--- config.mk ---
export PLATFORM = sky130hd
export DESIGN_NAME = rfsr_fault_status
export DESIGN_NICKNAME = d
export VERILOG_FILES = /design/src/rfsr_pkg.sv /design/src/rfsr_fault_status.sv /design/src/rfsr_status_bit.sv
export VERILOG_INCLUDE_DIRS = /design/src /design/src/src
export SDC_FILE = /design/constraint.sdc
export NUM_CORES = 1
export LEC_CHECK = 0
export ABC_CLOCK_PERIOD_IN_PS = 1840
export BUFFER_PORTS_ARGS = -buffer_cell sky130_fd_sc_hd__buf_2
export CAP_MARGIN = 20
export CORE_MARGIN = 8
export CORE_UTILIZATION = 25
export CTS_CLUSTER_DIAMETER = 40
export DETAILED_ROUTE_END_ITERATION = 10
export REMOVE_ABC_BUFFERS = 1
export SLEW_MARGIN = 40
export SYNTH_ARGS = -nofsm -noshare
export SYNTH_HDL_FRONTEND = slang
export SYNTH_SLANG_ARGS = --single-unit
--- constraint.sdc ---
create_clock -name pclk -period 1.84 [get_ports pclk]
set_clock_uncertainty 0.1 [all_clocks]
set_input_delay 0.368 -clock pclk [delete_from_list [all_inputs] [get_ports pclk]]
set_output_delay 0.368 -clock pclk [all_outputs]
set_load 0.02 [all_outputs]
--- src/rfsr_regs.svh ---
// Register offsets, field positions, reset values and timing counts of the fault status bank
`ifndef RFSR_REGS_SVH
`define RFSR_REGS_SVH

// Byte addresses (printed offsets are register indices, address is four times the index)
`define RFSR_IDX_CTRL1 0
`define RFSR_IDX_CTRL2 1
`define RFSR_IDX_VOUT 2
`define RFSR_IDX_STATUS 3
`define RFSR_ADDR_CTRL1 12'h000
`define RFSR_ADDR_CTRL2 12'h004
`define RFSR_ADDR_VOUT 12'h008
`define RFSR_ADDR_STATUS 12'h00c
`define RFSR_ADDR_EVENT 12'h010
`define RFSR_ADDR_MASK 12'h014

// Control field positions
`define RFSR_CTRL1_ENSRC_BIT 1
`define RFSR_CTRL1_ENBIT_BIT 0
`define RFSR_CTRL1_ILIM_LSB 4
`define RFSR_CTRL2_TLATCH_BIT 5

// Status byte field positions
`define RFSR_ST_GOOD 0
`define RFSR_ST_LATCHOFF 1
`define RFSR_ST_TSD 2
`define RFSR_ST_ILIM 3
`define RFSR_ST_SSD 4
`define RFSR_ST_BOOTERR 5
`define RFSR_ST_EN 6
`define RFSR_ST_TWARN 7

// Reset values
`define RFSR_CTRL1_RST 8'h00
`define RFSR_CTRL2_RST 8'h00
`define RFSR_VOUT_RST 8'h00
`define RFSR_MASK_RST 8'h00

// Thresholds
`define RFSR_GOOD_PCT 91
`define RFSR_TWARN_DEGC 118
`define RFSR_TSD_DEGC 165
`define RFSR_HICCUP_LIMIT 4
`define RFSR_TSD_CYCLE_LIMIT 4

`endif

--- src/rfsr_pkg.sv ---
// Types shared by the fault status bank
package rfsr_pkg;
  // Analog monitor readings taken by the core
  typedef struct packed {
    logic [7:0] vout_pct;
    logic [8:0] temp_degc;
    logic ilim_hit;
    logic softstart_ok;
    logic boot_fail;
    logic hiccup_evt;
  } rfsr_mon_t;
  // Status byte layout, bit 7 down to bit 0
  typedef struct packed {
    logic temp_warning;
    logic reg_enabled;
    logic boot_error;
    logic softstart_complete;
    logic current_limit;
    logic thermal_shutdown_flag;
    logic latched_off;
    logic output_good;
  } rfsr_status_t;
  typedef enum logic [1:0] {
    RFSR_IDLE,
    RFSR_SETUP,
    RFSR_ACCESS
  } rfsr_apb_st_t;
endpackage

--- src/rfsr_fault_status.sv ---
// Fault and status register bank of a configurable buck regulator, APB slave
`timescale 1ns/1ps
`include "rfsr_regs.svh"
module rfsr_fault_status
  import rfsr_pkg::*;
#(
  parameter logic [7:0] LATCH_MASK = 8'h3e,
  parameter int HICCUP_LIMIT = `RFSR_HICCUP_LIMIT,
  parameter int TSD_CYCLE_LIMIT = `RFSR_TSD_CYCLE_LIMIT
) (
  input wire logic pclk,
  input wire logic presetn,
  input wire logic psel,
  input wire logic penable,
  input wire logic pwrite,
  input wire logic [11:0] paddr,
  input wire logic [31:0] pwdata,
  input wire logic [3:0] pstrb,
  output logic [31:0] prdata,
  output logic pready,
  output logic pslverr,
  input wire logic enable_pin,
  input wire rfsr_mon_t mon,
  output logic reg_enabled,
  output logic latched_off,
  output logic [1:0] ilim_sel,
  output logic irq
);

  // ------------------------------------------------------------
  // Pin and monitor synchronisers
  // ------------------------------------------------------------
  logic en_pin_s1_reg;
  logic en_pin_s2_reg;
  rfsr_mon_t mon_s1_reg;
  rfsr_mon_t mon_s2_reg;
  rfsr_mon_t mon_s3_reg;
  rfsr_mon_t mon_q_reg;

  // Two flops before any logic looks at outside inputs
  // Reset values match idle inputs, so no false edge follows reset
  always_ff @(posedge pclk or negedge presetn) begin
    if (!presetn) begin
      en_pin_s1_reg <= 1'b0;
      en_pin_s2_reg <= 1'b0;
      mon_s1_reg <= '0;
      mon_s2_reg <= '0;
    end else begin
      en_pin_s1_reg <= enable_pin;
      en_pin_s2_reg <= en_pin_s1_reg;
      mon_s1_reg <= mon;
      mon_s2_reg <= mon_s1_reg;
    end
  end

  // Monitor word taken only when two samples agree; a word caught mid-change
  // may mix old and new bits, so one extra cycle of latency buys a clean word
  always_ff @(posedge pclk or negedge presetn) begin
    if (!presetn) begin
      mon_s3_reg <= '0;
      mon_q_reg <= '0;
    end else begin
      mon_s3_reg <= mon_s2_reg;
      if (mon_s2_reg == mon_s3_reg) begin
        mon_q_reg <= mon_s2_reg;
      end
    end
  end

  // ------------------------------------------------------------
  // Configuration registers
  // ------------------------------------------------------------
  logic [7:0] ctrl1_reg;
  logic [7:0] ctrl2_reg;
  logic [7:0] vout_reg;
  logic [7:0] event_reg;
  logic [7:0] mask_reg;
  logic wr_en;
  logic rd_en;
  logic addr_ok;

  // Access phase qualifies the transfer; slave answers in its second cycle
  assign wr_en = psel & penable & pwrite & pready;
  assign rd_en = psel & penable & ~pwrite;
  assign addr_ok = (paddr == `RFSR_ADDR_CTRL1) | (paddr == `RFSR_ADDR_CTRL2) |
                   (paddr == `RFSR_ADDR_VOUT) | (paddr == `RFSR_ADDR_STATUS) |
                   (paddr == `RFSR_ADDR_EVENT) | (paddr == `RFSR_ADDR_MASK);

  // Writable control bytes, lane 0 only
  // Unmapped or strobe-less writes change nothing
  always_ff @(posedge pclk or negedge presetn) begin
    if (!presetn) begin
      ctrl1_reg <= `RFSR_CTRL1_RST;
      ctrl2_reg <= `RFSR_CTRL2_RST;
      vout_reg <= `RFSR_VOUT_RST;
      mask_reg <= `RFSR_MASK_RST;
    end else if (wr_en && pstrb[0]) begin
      if (paddr == `RFSR_ADDR_CTRL1) begin
        ctrl1_reg <= pwdata[7:0];
      end
      if (paddr == `RFSR_ADDR_CTRL2) begin
        ctrl2_reg <= pwdata[7:0];
      end
      if (paddr == `RFSR_ADDR_VOUT) begin
        vout_reg <= pwdata[7:0];
      end
      if (paddr == `RFSR_ADDR_MASK) begin
        mask_reg <= pwdata[7:0];
      end
    end
  end

  // ------------------------------------------------------------
  // Enable state
  // ------------------------------------------------------------
  logic en_req;
  logic en_state_reg;
  logic en_fall;

  // Pin or register bit selects the on request
  assign en_req = ctrl1_reg[`RFSR_CTRL1_ENSRC_BIT] ? en_pin_s2_reg :
                  ctrl1_reg[`RFSR_CTRL1_ENBIT_BIT];

  // Internal on state, one flop behind the request
  always_ff @(posedge pclk or negedge presetn) begin
    if (!presetn) begin
      en_state_reg <= 1'b0;
    end else begin
      en_state_reg <= en_req;
    end
  end

  // On to off transition clears sticky flags; the request is read ahead of
  // the flop so the clear lands on the edge where the state drops
  assign en_fall = en_state_reg & ~en_req;

  // ------------------------------------------------------------
  // Fault conditions
  // ------------------------------------------------------------
  logic good_c;
  logic twarn_c;
  logic tsd_c;
  logic tsd_d_reg;
  logic hic_d_reg;
  logic [2:0] hic_cnt_reg;
  logic [2:0] tsd_cnt_reg;
  logic lo_c;
  logic tsd_rise;
  logic hic_rise;

  // Threshold compares on the filtered monitor word
  assign good_c = en_state_reg &
                  ({1'b0, mon_q_reg.vout_pct} >= 9'(`RFSR_GOOD_PCT));
  assign twarn_c = mon_q_reg.temp_degc > 9'(`RFSR_TWARN_DEGC);
  assign tsd_c = mon_q_reg.temp_degc >= 9'(`RFSR_TSD_DEGC);
  // Entries into shutdown and hiccup as one-cycle strobes
  assign tsd_rise = tsd_c & ~tsd_d_reg;
  assign hic_rise = mon_q_reg.hiccup_evt & ~hic_d_reg;

  // Edge history of the fault conditions
  always_ff @(posedge pclk or negedge presetn) begin
    if (!presetn) begin
      tsd_d_reg <= 1'b0;
      hic_d_reg <= 1'b0;
    end else begin
      tsd_d_reg <= tsd_c;
      hic_d_reg <= mon_q_reg.hiccup_evt;
    end
  end

  // Consecutive hiccups; a good output breaks the run
  always_ff @(posedge pclk or negedge presetn) begin
    if (!presetn) begin
      hic_cnt_reg <= 3'h0;
    end else if (en_fall || (good_c && !mon_q_reg.hiccup_evt)) begin
      hic_cnt_reg <= 3'h0;
    end else if (hic_rise && hic_cnt_reg != 3'(HICCUP_LIMIT)) begin
      hic_cnt_reg <= hic_cnt_reg + 3'h1;
    end
  end

  // Thermal shutdown cycles counted for the delayed latch policy
  always_ff @(posedge pclk or negedge presetn) begin
    if (!presetn) begin
      tsd_cnt_reg <= 3'h0;
    end else if (en_fall) begin
      tsd_cnt_reg <= 3'h0;
    end else if (tsd_rise && tsd_cnt_reg != 3'(TSD_CYCLE_LIMIT)) begin
      tsd_cnt_reg <= tsd_cnt_reg + 3'h1;
    end
  end

  // Latch off on hiccup run or thermal event per policy; held low on the
  // clearing edge, where the counters still show their old count
  assign lo_c = ~en_fall & ((hic_cnt_reg == 3'(HICCUP_LIMIT)) |
                (ctrl2_reg[`RFSR_CTRL2_TLATCH_BIT] ?
                 (tsd_cnt_reg == 3'(TSD_CYCLE_LIMIT)) : tsd_c));

  // ------------------------------------------------------------
  // Status byte
  // ------------------------------------------------------------
  rfsr_status_t cond_v;
  rfsr_status_t status_v;

  // Condition of each status bit in byte order
  always_comb begin
    cond_v.output_good = good_c;
    cond_v.latched_off = lo_c;
    cond_v.thermal_shutdown_flag = tsd_c;
    cond_v.current_limit = mon_q_reg.ilim_hit;
    cond_v.softstart_complete = en_state_reg & mon_q_reg.softstart_ok;
    cond_v.boot_error = mon_q_reg.boot_fail;
    cond_v.reg_enabled = en_state_reg;
    cond_v.temp_warning = twarn_c;
  end

  // Default mask keeps latch off, shutdown, current limit, soft start and
  // boot error sticky; good, enabled and warning follow their condition
  // One cell per bit, class chosen by parameter
  for (genvar i = 0; i < 8; i++) begin : g_bit
    rfsr_status_bit #(
      .LATCHED(LATCH_MASK[i])
    ) u_bit (
      .pclk(pclk),
      .presetn(presetn),
      .cond(cond_v[i]),
      .clear(en_fall),
      .bit_q(status_v[i])
    );
  end

  // ------------------------------------------------------------
  // Interrupt events
  // ------------------------------------------------------------
  logic [7:0] status_d_reg;
  logic [7:0] rise_v;
  logic [7:0] ev_clr;
  logic [7:0] event_next;

  assign rise_v = status_v & ~status_d_reg;
  assign ev_clr = (wr_en && pstrb[0] && paddr == `RFSR_ADDR_EVENT) ? pwdata[7:0] : 8'h00;
  // A bit that rises in the cycle of its write of one keeps its event
  assign event_next = rise_v | (event_reg & ~ev_clr);

  // Rising status bits set sticky events, set beats write one to clear
  always_ff @(posedge pclk or negedge presetn) begin
    if (!presetn) begin
      status_d_reg <= 8'h00;
      event_reg <= 8'h00;
    end else begin
      status_d_reg <= status_v;
      event_reg <= event_next;
    end
  end

  // Level interrupt from unmasked events, taken from the next event value
  // so it drops on the same edge as the events it reports
  always_ff @(posedge pclk or negedge presetn) begin
    if (!presetn) begin
      irq <= 1'b0;
    end else begin
      irq <= |(event_next & mask_reg);
    end
  end

  // ------------------------------------------------------------
  // Core outputs
  // ------------------------------------------------------------
  // Core side copies, registered so every output leaves a flop
  always_ff @(posedge pclk or negedge presetn) begin
    if (!presetn) begin
      reg_enabled <= 1'b0;
      latched_off <= 1'b0;
      ilim_sel <= 2'h0;
    end else begin
      reg_enabled <= en_req & ~status_v.latched_off;
      latched_off <= status_v.latched_off;
      ilim_sel <= ctrl1_reg[`RFSR_CTRL1_ILIM_LSB +: 2];
    end
  end

  // ------------------------------------------------------------
  // APB answer
  // ------------------------------------------------------------
  logic [7:0] rd_byte;

  // Read mux, status read has no side effect
  always_comb begin
    rd_byte = 8'h00;
    unique case (paddr)
      `RFSR_ADDR_CTRL1: rd_byte = ctrl1_reg;
      `RFSR_ADDR_CTRL2: rd_byte = ctrl2_reg;
      `RFSR_ADDR_VOUT: rd_byte = vout_reg;
      `RFSR_ADDR_STATUS: rd_byte = status_v;
      `RFSR_ADDR_EVENT: rd_byte = event_reg;
      `RFSR_ADDR_MASK: rd_byte = mask_reg;
      default: rd_byte = 8'h00;
    endcase
  end

  // One wait state: pready rises in second access cycle
  // Write lands and read data leaves at the edge where the master sees pready;
  // idle cycles drive zero so no stale read data lingers on the bus
  always_ff @(posedge pclk or negedge presetn) begin
    if (!presetn) begin
      pready <= 1'b0;
      pslverr <= 1'b0;
      prdata <= 32'h0000_0000;
    end else if (psel && penable && !pready) begin
      pready <= 1'b1;
      pslverr <= ~addr_ok;
      prdata <= (rd_en && addr_ok) ? {24'h00_0000, rd_byte} : 32'h0000_0000;
    end else begin
      pready <= 1'b0;
      pslverr <= 1'b0;
      prdata <= 32'h0000_0000;
    end
  end

endmodule

--- src/rfsr_status_bit.sv ---
// One status bit, either sticky flag or live status
`timescale 1ns/1ps
module rfsr_status_bit #(
  parameter bit LATCHED = 1'b0
) (
  input wire logic pclk,
  input wire logic presetn,
  input wire logic cond,
  input wire logic clear,
  output logic bit_q
);
  // Sticky flag holds until clear, set wins; live bit follows condition
  always_ff @(posedge pclk or negedge presetn) begin
    if (!presetn) begin
      bit_q <= 1'b0;
    end else if (LATCHED) begin
      bit_q <= cond | (bit_q & ~clear);
    end else begin
      bit_q <= cond;
    end
  end
endmodule
==> results of run 1 <==
## layout make-up
class | instances | area (um2) | area share [%]
Timing Repair Buffer | 131 | 975 | 11.9
Sequential cell | 165 | 4130 | 50.2
Inverter | 6 | 22.5 | 0.274
Multi-Input combinational cell | 258 | 2070 | 25.2
Clock inverter | 14 | 170 | 2.07
Tap cell | 330 | 413 | 5.02
Clock buffer | 18 | 439 | 5.34
## what timing repair did
action,CTS,global route
gates resized for setup,1,6
endpoints found under the hold margin,55,0
endpoints found under the setup margin,21,23
pin swaps,1,1
hold buffers,23,0
## worst max path at each step
stage / start / to / slack (ns) / depth (start not counted)
after floorplan: mon_s2_reg[15] / cond_v[3] / -0.40 / 5
after global placement: paddr[9] / prdata[7] / -0.33 / 7
after detailed placement: paddr[9] / prdata[0] / -0.34 / 7
after CTS: mon_s2_reg[9] / mon_q_reg[2] / -0.19 / 7
after global routing: mon_s2_reg[6] / mon_q_reg[9] / -0.30 / 7
final: mon_s2_reg[6] / mon_q_reg[9] / -0.18 / 7
## synthesized netlist by cell type, types with 2 or more instances
cell,instances
nand2_1,15
dfrtp_1,165
inv_1,6
nor4_4,2
buf_4,25
buf_2,2
nand2b_1,3
clkbuf_1,4
nor4_1,3
nor2b_1,14
nand3b_1,2
a222oi_1,8
a22oi_1,9
nand4_1,5
a41oi_1,2
nand3_1,6
xnor2_1,19
mux2_4,8
ha_1,4
a21oi_1,14
a21o_1,8
mux2_2,53
mux2i_1,2
and2_1,4
buf_1,2
nor3_1,2
o21ai_0,15
nor2_1,10
a31oi_1,2
xor2_1,6
## routing by layer
| layer | track usage [%] | part of all wire (%) |
|---|---|---|
| met5 | 0 | 0 |
| met3 | 2.76 | 7.3 |
| met1 | 11.7 | 47 |
| met4 | 3.00 | 0.85 |
| met2 | 13.1 | 45 |
## logic make-up after synthesis
logic type      share of synthesized area (%)
other cells                            0.0592
xor+xnor                                 3.46
fa+ha+maj                               0.790
compound gates                           6.69
flops                                    65.2
simple gates                             8.21
buf+inv                                  4.01
mux                                      11.6
## through the flow
stage	area [um2]	worst slack (ns)	hold WS, ns
2_1_floorplan	6190	-0.400	-0.0276
3_3_place_gp	7340	-0.331	0.204
3_5_place_dp	7340	-0.337	0.204
4_1_cts	8190	-0.191	0.128
5_1_grt	8220	-0.299	0.132
6_report	8220	-0.180	0.151
## power by group
part           total [W]  switching (W)  leakage [nW]  internal, W
registers        0.00374      0.0000415          2.14      0.00370
logic           0.000355       0.000201          1.50     0.000155
clock network    0.00358        0.00169         0.300      0.00189
total            0.00768        0.00194          3.94      0.00574
## worst register-to-register path, delay by kind of cell (launching register included)
family | cells | cell delay, ns
buffers and inverters | 2 | 0.36
DFF | 1 | 0.42
xor gates and xnor gates | 1 | 0.14
and+or+nand+nor | 3 | 0.60
muxes | 1 | 0.28
==> impl_metrics.ini, run 1 <==
[run_status]
run_status = complete, but fails checks
violations = negative setup slack

[grt]
grt_pass1_wl_um = 21400
grt.overflow.total = 0
antenna_found_initial = 0
first_global_vias = 4003
grt_usage_pct = 8.73
grt_max_degree = 41

[cells_and_area]
areaGrowthSynthToFinish_pct = 29.8
layout_common_cells = dfrtp_1, buf_2, mux2_2
final_nets = 658
layout.cells.non_filler = 922
fillers = 2444
drive_above_1_share_pct = 36.7
n_antenna_cell = 0
utilization_pct = 32.8
layout_commonest_cell = dfrtp_1

[routing]
viasPerCell = 4.11
firstDrtPassIters = 5
totalWireLength_um = 12900
drt_iter0_drc = 261
num_vias = 3785
route.detailed.drc = 0
wl_per_cell_um = 14.0
ant_nets = 0

[timing]
final_max_slew_viol_count = 0
rsz0062_at_grt = yes
setup-tns-final_ns = -3.37
fin_ws_ns = -0.180
fmax_mhz = 495
setup-violations-final = 21
hold_viol = 0
period_needed_ns = 2.02
period_share_pct = 110

[place]
hpwl_um = 9090
gp_congestion = 0.764
placed_cells = 867
io_buffers = 62

[critical_path]
r2r-start = mon_s2_reg[6]
cpLargestDelayFamily = simple AND/OR/NAND/NOR gates
endpoint_kind = flop
r2r-end = mon_q_reg[9]
reg2regPathDepth = 7
crit_buf_inv = 2
reg2reg_slack_ns = -0.18
critPathLaunchType = flop
critPathArrivalTime_ns = 2.22
worst-setup-path-type = reg -> reg
critPathMaxStageDelay_ns = 0.42
crit_path_frequent_cell = nand4_1
critPathRequiredTime_ns = 2.04
path_max_fanout = 12
cp_cell_sequence = xnor2_2, nand4_1, nor4_2, buf_4, nand4_1, buf_6, mux2_2
cp_slowest_cell = dfrtp_1

[floorplan]
die_area_mm2 = 0.0307
ioPinCount = 114
initial_utilization_pct = 25.3
fp.dieH_um = 175
die_w_um = 175
num_rows = 58
coreArea_mm2 = 0.0250

[synth]
synth_cell_types = 50
synth_top_cell_by_area = dfrtp_1
ys_seq_area_share_pct = 65.2
synthArstFlopShare_pct = 100
ys_ff_latch = 165
synth_edf_count = 0
ys_warn_count = 0
synth_area_mm2 = 0.00634
synth_area_leaders = dfrtp_1, mux2_2, buf_4, xnor2_1, mux2_4
synth.top_cell.area_share_pct = 65.2
ys.flop_type = dfrtp_1
synth_cells = 440
syn_avg_cell_area_um2 = 14.4

[clock_tree]
clock_latency_ns = 0.42
cts_tree = done
cts_root_buf = clkbuf_16
cts_setup_buffers = 0
clk_path_buf_depth = 2
cts_max_level = 4
clock_sinks = 165
cts_buffers = 17
clk_pin_slew_ns = 0.08

[min_path]
hold_path.startpoint = pwdata[7]
worst_hold_path.num_cells = 2
worstHoldEndpoint = event_reg[7]
hold_path_class = in -> reg

[power_and_ir_drop]
peakVddDrop_uv = 442
cellPowerDensity_mw_per_mm2 = 934
p_leak_nw = 3.94
finalPower_w = 0.00768

[run]
max-cap-violations = 0
(Power assumes the default switching activity.)
==> run 2: changes to the inputs <==
- BUFFER_PORTS_ARGS: -buffer_cell sky130_fd_sc_hd__buf_2 -> not set
- CAP_MARGIN: 20 -> not set
- DONT_BUFFER_PORTS: not set -> 1
==> run 2 against run 1 <==
  * The run ends with negative hold slack, negative setup slack left
  * Worst hold slack worse by 0.62 ns
  * Wire length up 1.5%
  * Flip-flop and latch count stayed put
  * Fmax is 1.9% higher
  * Global-route usage is 0.12 points higher
  * Sequential power barely moved
  * First-iteration DRC count is 22% higher
  * Clock power is 2% lower
  * Total power decreased by 3.0%
  * Non-clock buffer count is 65 lower
  * Sequential share of layout area rose by 2.4 points
  * Critical path type unchanged
==> impl_metrics.ini, run 2 (synthesis gave the netlist of run 1 again) <==
[floorplan]
num_rows = 58
ioPinCount = 114
die_w_um = 175
die_area_mm2 = 0.0307
initial_utilization_pct = 25.3
coreArea_mm2 = 0.0250
fp.dieH_um = 175

[critical_path]
critPathArrivalTime_ns = 2.19
cp_cell_sequence = xnor2_1, nand4_1, nor4_2, nand4_1, buf_6, buf_8, mux2_2
critPathRequiredTime_ns = 2.05
critPathMaxStageDelay_ns = 0.42
cpLargestDelayFamily = simple AND/OR/NAND/NOR gates
critPathLaunchType = flop
endpoint_kind = flop
worst-setup-path-type = reg -> reg
cp_slowest_cell = dfrtp_1
crit_buf_inv = 2
path_max_fanout = 9
crit_path_frequent_cell = nand4_1

[routing]
totalWireLength_um = 13100
firstDrtPassIters = 6
num_vias = 3667
route.detailed.drc = 0
wl_per_cell_um = 15.3
viasPerCell = 4.28
ant_nets = 0
drt_iter0_drc = 319

[timing]
setup-violations-final = 21
rsz0062_at_grt = yes
whs_ns = -0.470
period_needed_ns = 1.98
max_slew_margin_pct = 66.3
tightest_slew_ns = 0.505
hold_viol = 165
period_share_pct = 108
fin_ws_ns = -0.143
final_max_slew_viol_count = 0
fmax_mhz = 504

[run]
max-cap-violations = 0

[cells_and_area]
design_area_mm2 = 0.00786
fillers = 2439
multi_input_area_mm2 = 0.00207
final_nets = 593
drive_above_1_share_pct = 27.7
n_antenna_cell = 0
layout_commonest_cell = dfrtp_1
areaGrowthSynthToFinish_pct = 23.9
layout_common_cells = dfrtp_1, mux2_2, dlygate4sd3_1
seqCellArea_mm2 = 0.00413

[place]
dp_slack_ns = -0.275
io_buffers = 0
hpwl_um = 8830
gp_congestion = 0.788
placed_area_mm2 = 0.00690

[clock_tree]
clock_sinks = 165
cts_max_level = 4
cts_root_buf = clkbuf_16
cts_hold_buf = 30
clk_pin_slew_ns = 0.07
clk_path_buf_depth = 2
cts_tree = done
clock_latency_ns = 0.43
cts_buffers = 17

[min_path]
hold_path_class = in -> async

[power_and_ir_drop]
peakVddDrop_uv = 466
finalPower_w = 0.00745
p_leak_nw = 3.62
cellPowerDensity_mw_per_mm2 = 948

[grt]
antenna_found_initial = 0
grt_max_degree = 166
grt.overflow.total = 0
grt_usage_pct = 8.85
grt_pass1_wl_um = 21600
first_global_vias = 4017

[run_status]
violations = negative hold slack, negative setup slack
run_status = complete, but fails checks
## run 2: per-stage QoR
| step | util, % | std cells | TNS (ns) |
|---|---|---|---|
| floorplan | - | 429 | -14.63 |
| global placement | 27.6 | 793 | -10.76 |
| detailed placement | 27.6 | 793 | -13.10 |
| CTS | 31.3 | 857 | -3.37 |
| global route | 31.4 | 857 | -4.30 |
| finish | 31.4 | 857 | -2.64 |
## run 2: final timing paths
kind	from	end	slack, ns	cells after the start
max	mon_s2_reg[15]	mon_q_reg[10]	-0.14	7
min	presetn	mon_s1_reg[7]	-0.47	0
max reg2reg	mon_s2_reg[15]	mon_q_reg[10]	-0.14	7
min reg2reg	mon_s1_reg[5]	mon_s2_reg[5]	0.25	0
max in group asynchronous	presetn	vout_reg[2]	1.88	0
min in group pclk	pwdata[1]	event_reg[1]	0.02	2
## run 2: layout make-up
type	instances	area share, %
flip-flops and latches	165	52.6
multi-input cells	258	26.4
repair buffers	66	7.98
clock buffers	18	5.59
well taps	330	5.26
clock inverters	14	1.91
inverters	6	0.287
## run 2: routing by layer
metal / track usage, % / routed length, um / up-vias
met5: 0 / 0 / -
met4: 3.78 / 205 / 0
met3: 3.17 / 1010 / 22
met2: 13.4 / 6040 / 139
met1: 11.2 / 5860 / 1844
li1: - / - / 1662
## run 2: where the power goes
group	internal [W]	total [W]	switching, W
clock network	0.00186	0.00350	0.00164
logic	0.000104	0.000203	0.0000987
registers	0.00370	0.00375	0.0000443
total	0.00567	0.00745	0.00178
## run 2: what timing repair did
action / in CTS / in global routing
hold endpoints to repair: 221 / 165
gates cloned: 1 / 0
resized for setup: 7 / 5
pin swaps: 2 / 3
buffers inserted: 1 / 0
setup endpoints to repair: 22 / 30
==> run 3: changes to the inputs <==
- ABC_CLOCK_PERIOD_IN_PS: 1840 -> not set
- CORE_UTILIZATION: 25 -> 56
- PLACE_DENSITY: not set -> 0.74
==> run 3 against run 2 <==
  * The flow still finishes with violations (negative hold slack, negative setup slack)
  * Clock power up 8.9%
  * Non-clock buffer count down 2
  * Sequential power about the same
  * Setup slack better by 0.026 ns
  * Utilization up 37 points
  * Die area down 51%
  * Global-route usage up 8.3 points
  * Critical path type unchanged
  * Largest power group is now the clock network
==> impl_metrics.ini, run 3 (synthesis gave the netlist of run 1 again) <==
[run_status]
run_status = complete, but fails checks
violations = negative hold slack, negative setup slack

[floorplan]
die_w_um = 122
initial_utilization_pct = 56.5
fp.dieH_um = 122
ioPinCount = 114
die_area_mm2 = 0.0150
coreArea_mm2 = 0.0112
num_rows = 39

[run]
max-cap-violations = 0

[routing]
ant_nets = 0
viasPerCell = 5.44
num_vias = 3633
wl_met1_um = 4880
drt_iter0_drc = 324
wl_met2_um = 6150
route.met3.wl_um = 760
route.detailed.drc = 0
wl_per_cell_um = 18.0
top_layer = met4
totalWireLength_um = 12000
firstDrtPassIters = 7

[clock_tree]
clock_latency_ns = 0.42
cts_buffers = 17
cts_hold_buf = 31
cts_tree = done
clock_sinks = 165
cts_max_level = 4
clk_pin_slew_ns = 0.06
cts_root_buf = clkbuf_16
clk_path_buf_depth = 2

[critical_path]
cp_slowest_cell = dfrtp_1
worst-setup-path-type = reg -> reg
path_max_fanout = 21
crit_path_frequent_cell = nand4_1
critPathArrivalTime_ns = 2.16
critPathMaxStageDelay_ns = 0.37
cp_cell_sequence = xnor2_1, nand4_1, nor4_2, buf_4, nand4_1, buf_6, mux2_2
critPathLaunchType = flop
critPathRequiredTime_ns = 2.04
endpoint_kind = flop

[cells_and_area]
n_antenna_cell = 0
seqCellArea_mm2 = 0.00413
final_nets = 591
design_area_mm2 = 0.00762
areaGrowthSynthToFinish_pct = 20.3
layout.cells.non_filler = 668
drive_above_1_share_pct = 26.5
fillers = 773
layout_commonest_cell = dfrtp_1
layout_common_cells = dfrtp_1, mux2_2, dlygate4sd3_1
multi_input_area_mm2 = 0.00206

[power_and_ir_drop]
power_frac_comb_pct = 2.6
power.internal_w = 0.00625
sequentialPowerShare_pct = 48.3
peakVddDrop_uv = 897
swShare_pct = 19.5
p_leak_nw = 3.62
clockPowerShare_pct = 49.1
finalPower_w = 0.00777
cellPowerDensity_mw_per_mm2 = 1020
switching_power_w = 0.00151

[timing]
fmax_mhz = 511
setup-tns-final_ns = -2.15
period_share_pct = 106
period_needed_ns = 1.96
rsz0062_at_grt = yes
setup-violations-final = 21
final_max_slew_viol_count = 0
whs_ns = -0.455
hold_viol = 165
fin_ws_ns = -0.117

[grt]
grt.overflow.total = 0
first_global_vias = 3866
grt_pass1_wl_um = 19700
grt_usage_pct = 17.2
grt_max_degree = 166
antenna_found_initial = 0

[place]
io_buffers = 0
gp_congestion = 0.827
placed_cells = 605
hpwl_um = 7680
placed_area_mm2 = 0.00664

[min_path]
hold_path_class = in -> async
-- run 3: cell count changes in the layout (fill, tap and decap cells not counted), sizes merged --
cell / delta
bufinv: +5
clkinv: +3
inv: -10
clkinvlp: +1
dlygate4sd3: +1
clkbuf: +1
buf: -3
-- run 3: cell type report --
type	count	share of cell area (%)
clock inverter	13	2.68
multi-input combinational	258	27.0
inverter	6	0.295
clock buffer	19	5.81
tap	143	2.35
sequential	165	54.2
timing repair buffer	64	7.70
-- run 3: through the flow --
step                hold slack (ns)  setup WS [ns]  utilization (%)
global route                 -0.478         -0.236             67.9
detailed placement          -0.0201         -0.258             59.2
CTS                          -0.473         -0.160             67.8
finish                       -0.455         -0.117             67.9
global placement            -0.0194         -0.235             59.2
floorplan                   -0.0276         -0.400                -
-- run 3: timing repair --
action	in CTS	in global routing
setup endpoints to repair	21	22
pin swaps	1	0
hold endpoints to repair	221	165
setup buffers	0	0
resized for setup	2	2
-- run 3: path summary, 6_finish.rpt --
| kind | startpoint | end | slack (ns) | depth (start not counted) |
|---|---|---|---|---|
| setup / recovery | mon_s3_reg[6] | mon_q_reg[16] | -0.12 | 7 |
| hold / removal | presetn | ctrl1_reg[3] | -0.45 | 0 |
| setup reg to reg | mon_s3_reg[6] | mon_q_reg[16] | -0.12 | 7 |
| hold reg to reg | mon_s1_reg[16] | mon_s2_reg[16] | 0.24 | 0 |
| max in group asynchronous | presetn | mon_s2_reg[1] | 1.91 | 0 |
| min in group pclk | pwdata[2] | event_reg[2] | 0.02 | 2 |
-- run 3: layer usage --
layer / GRT usage [%] / vias up
li1: - / 1656
met1: 20.0 / 1849
met2: 28.8 / 109
met3: 5.24 / 19
met4: 7.77 / 0
met5: 0 / -
-- run 3: critical path: cells and delay by family, from the launching register on --
kind | cells | cell delay (ns)
buffers and inverters | 2 | 0.35
XOR/XNOR | 1 | 0.18
multiplexers | 1 | 0.29
flip-flops | 1 | 0.37
AND/OR/NAND/NOR | 3 | 0.54
-- run 3: power groups by stage --
stage | logic, W | clock network, W | registers [W]
after floorplan | 0.000101 | 0 | 0.00381
after global placement | 0.000137 | 0 | 0.00381
after detailed placement | 0.000139 | 0 | 0.00382
after CTS | 0.000203 | 0.00390 | 0.00375
after global routing | 0.000222 | 0.00406 | 0.00375
final | 0.000206 | 0.00381 | 0.00375
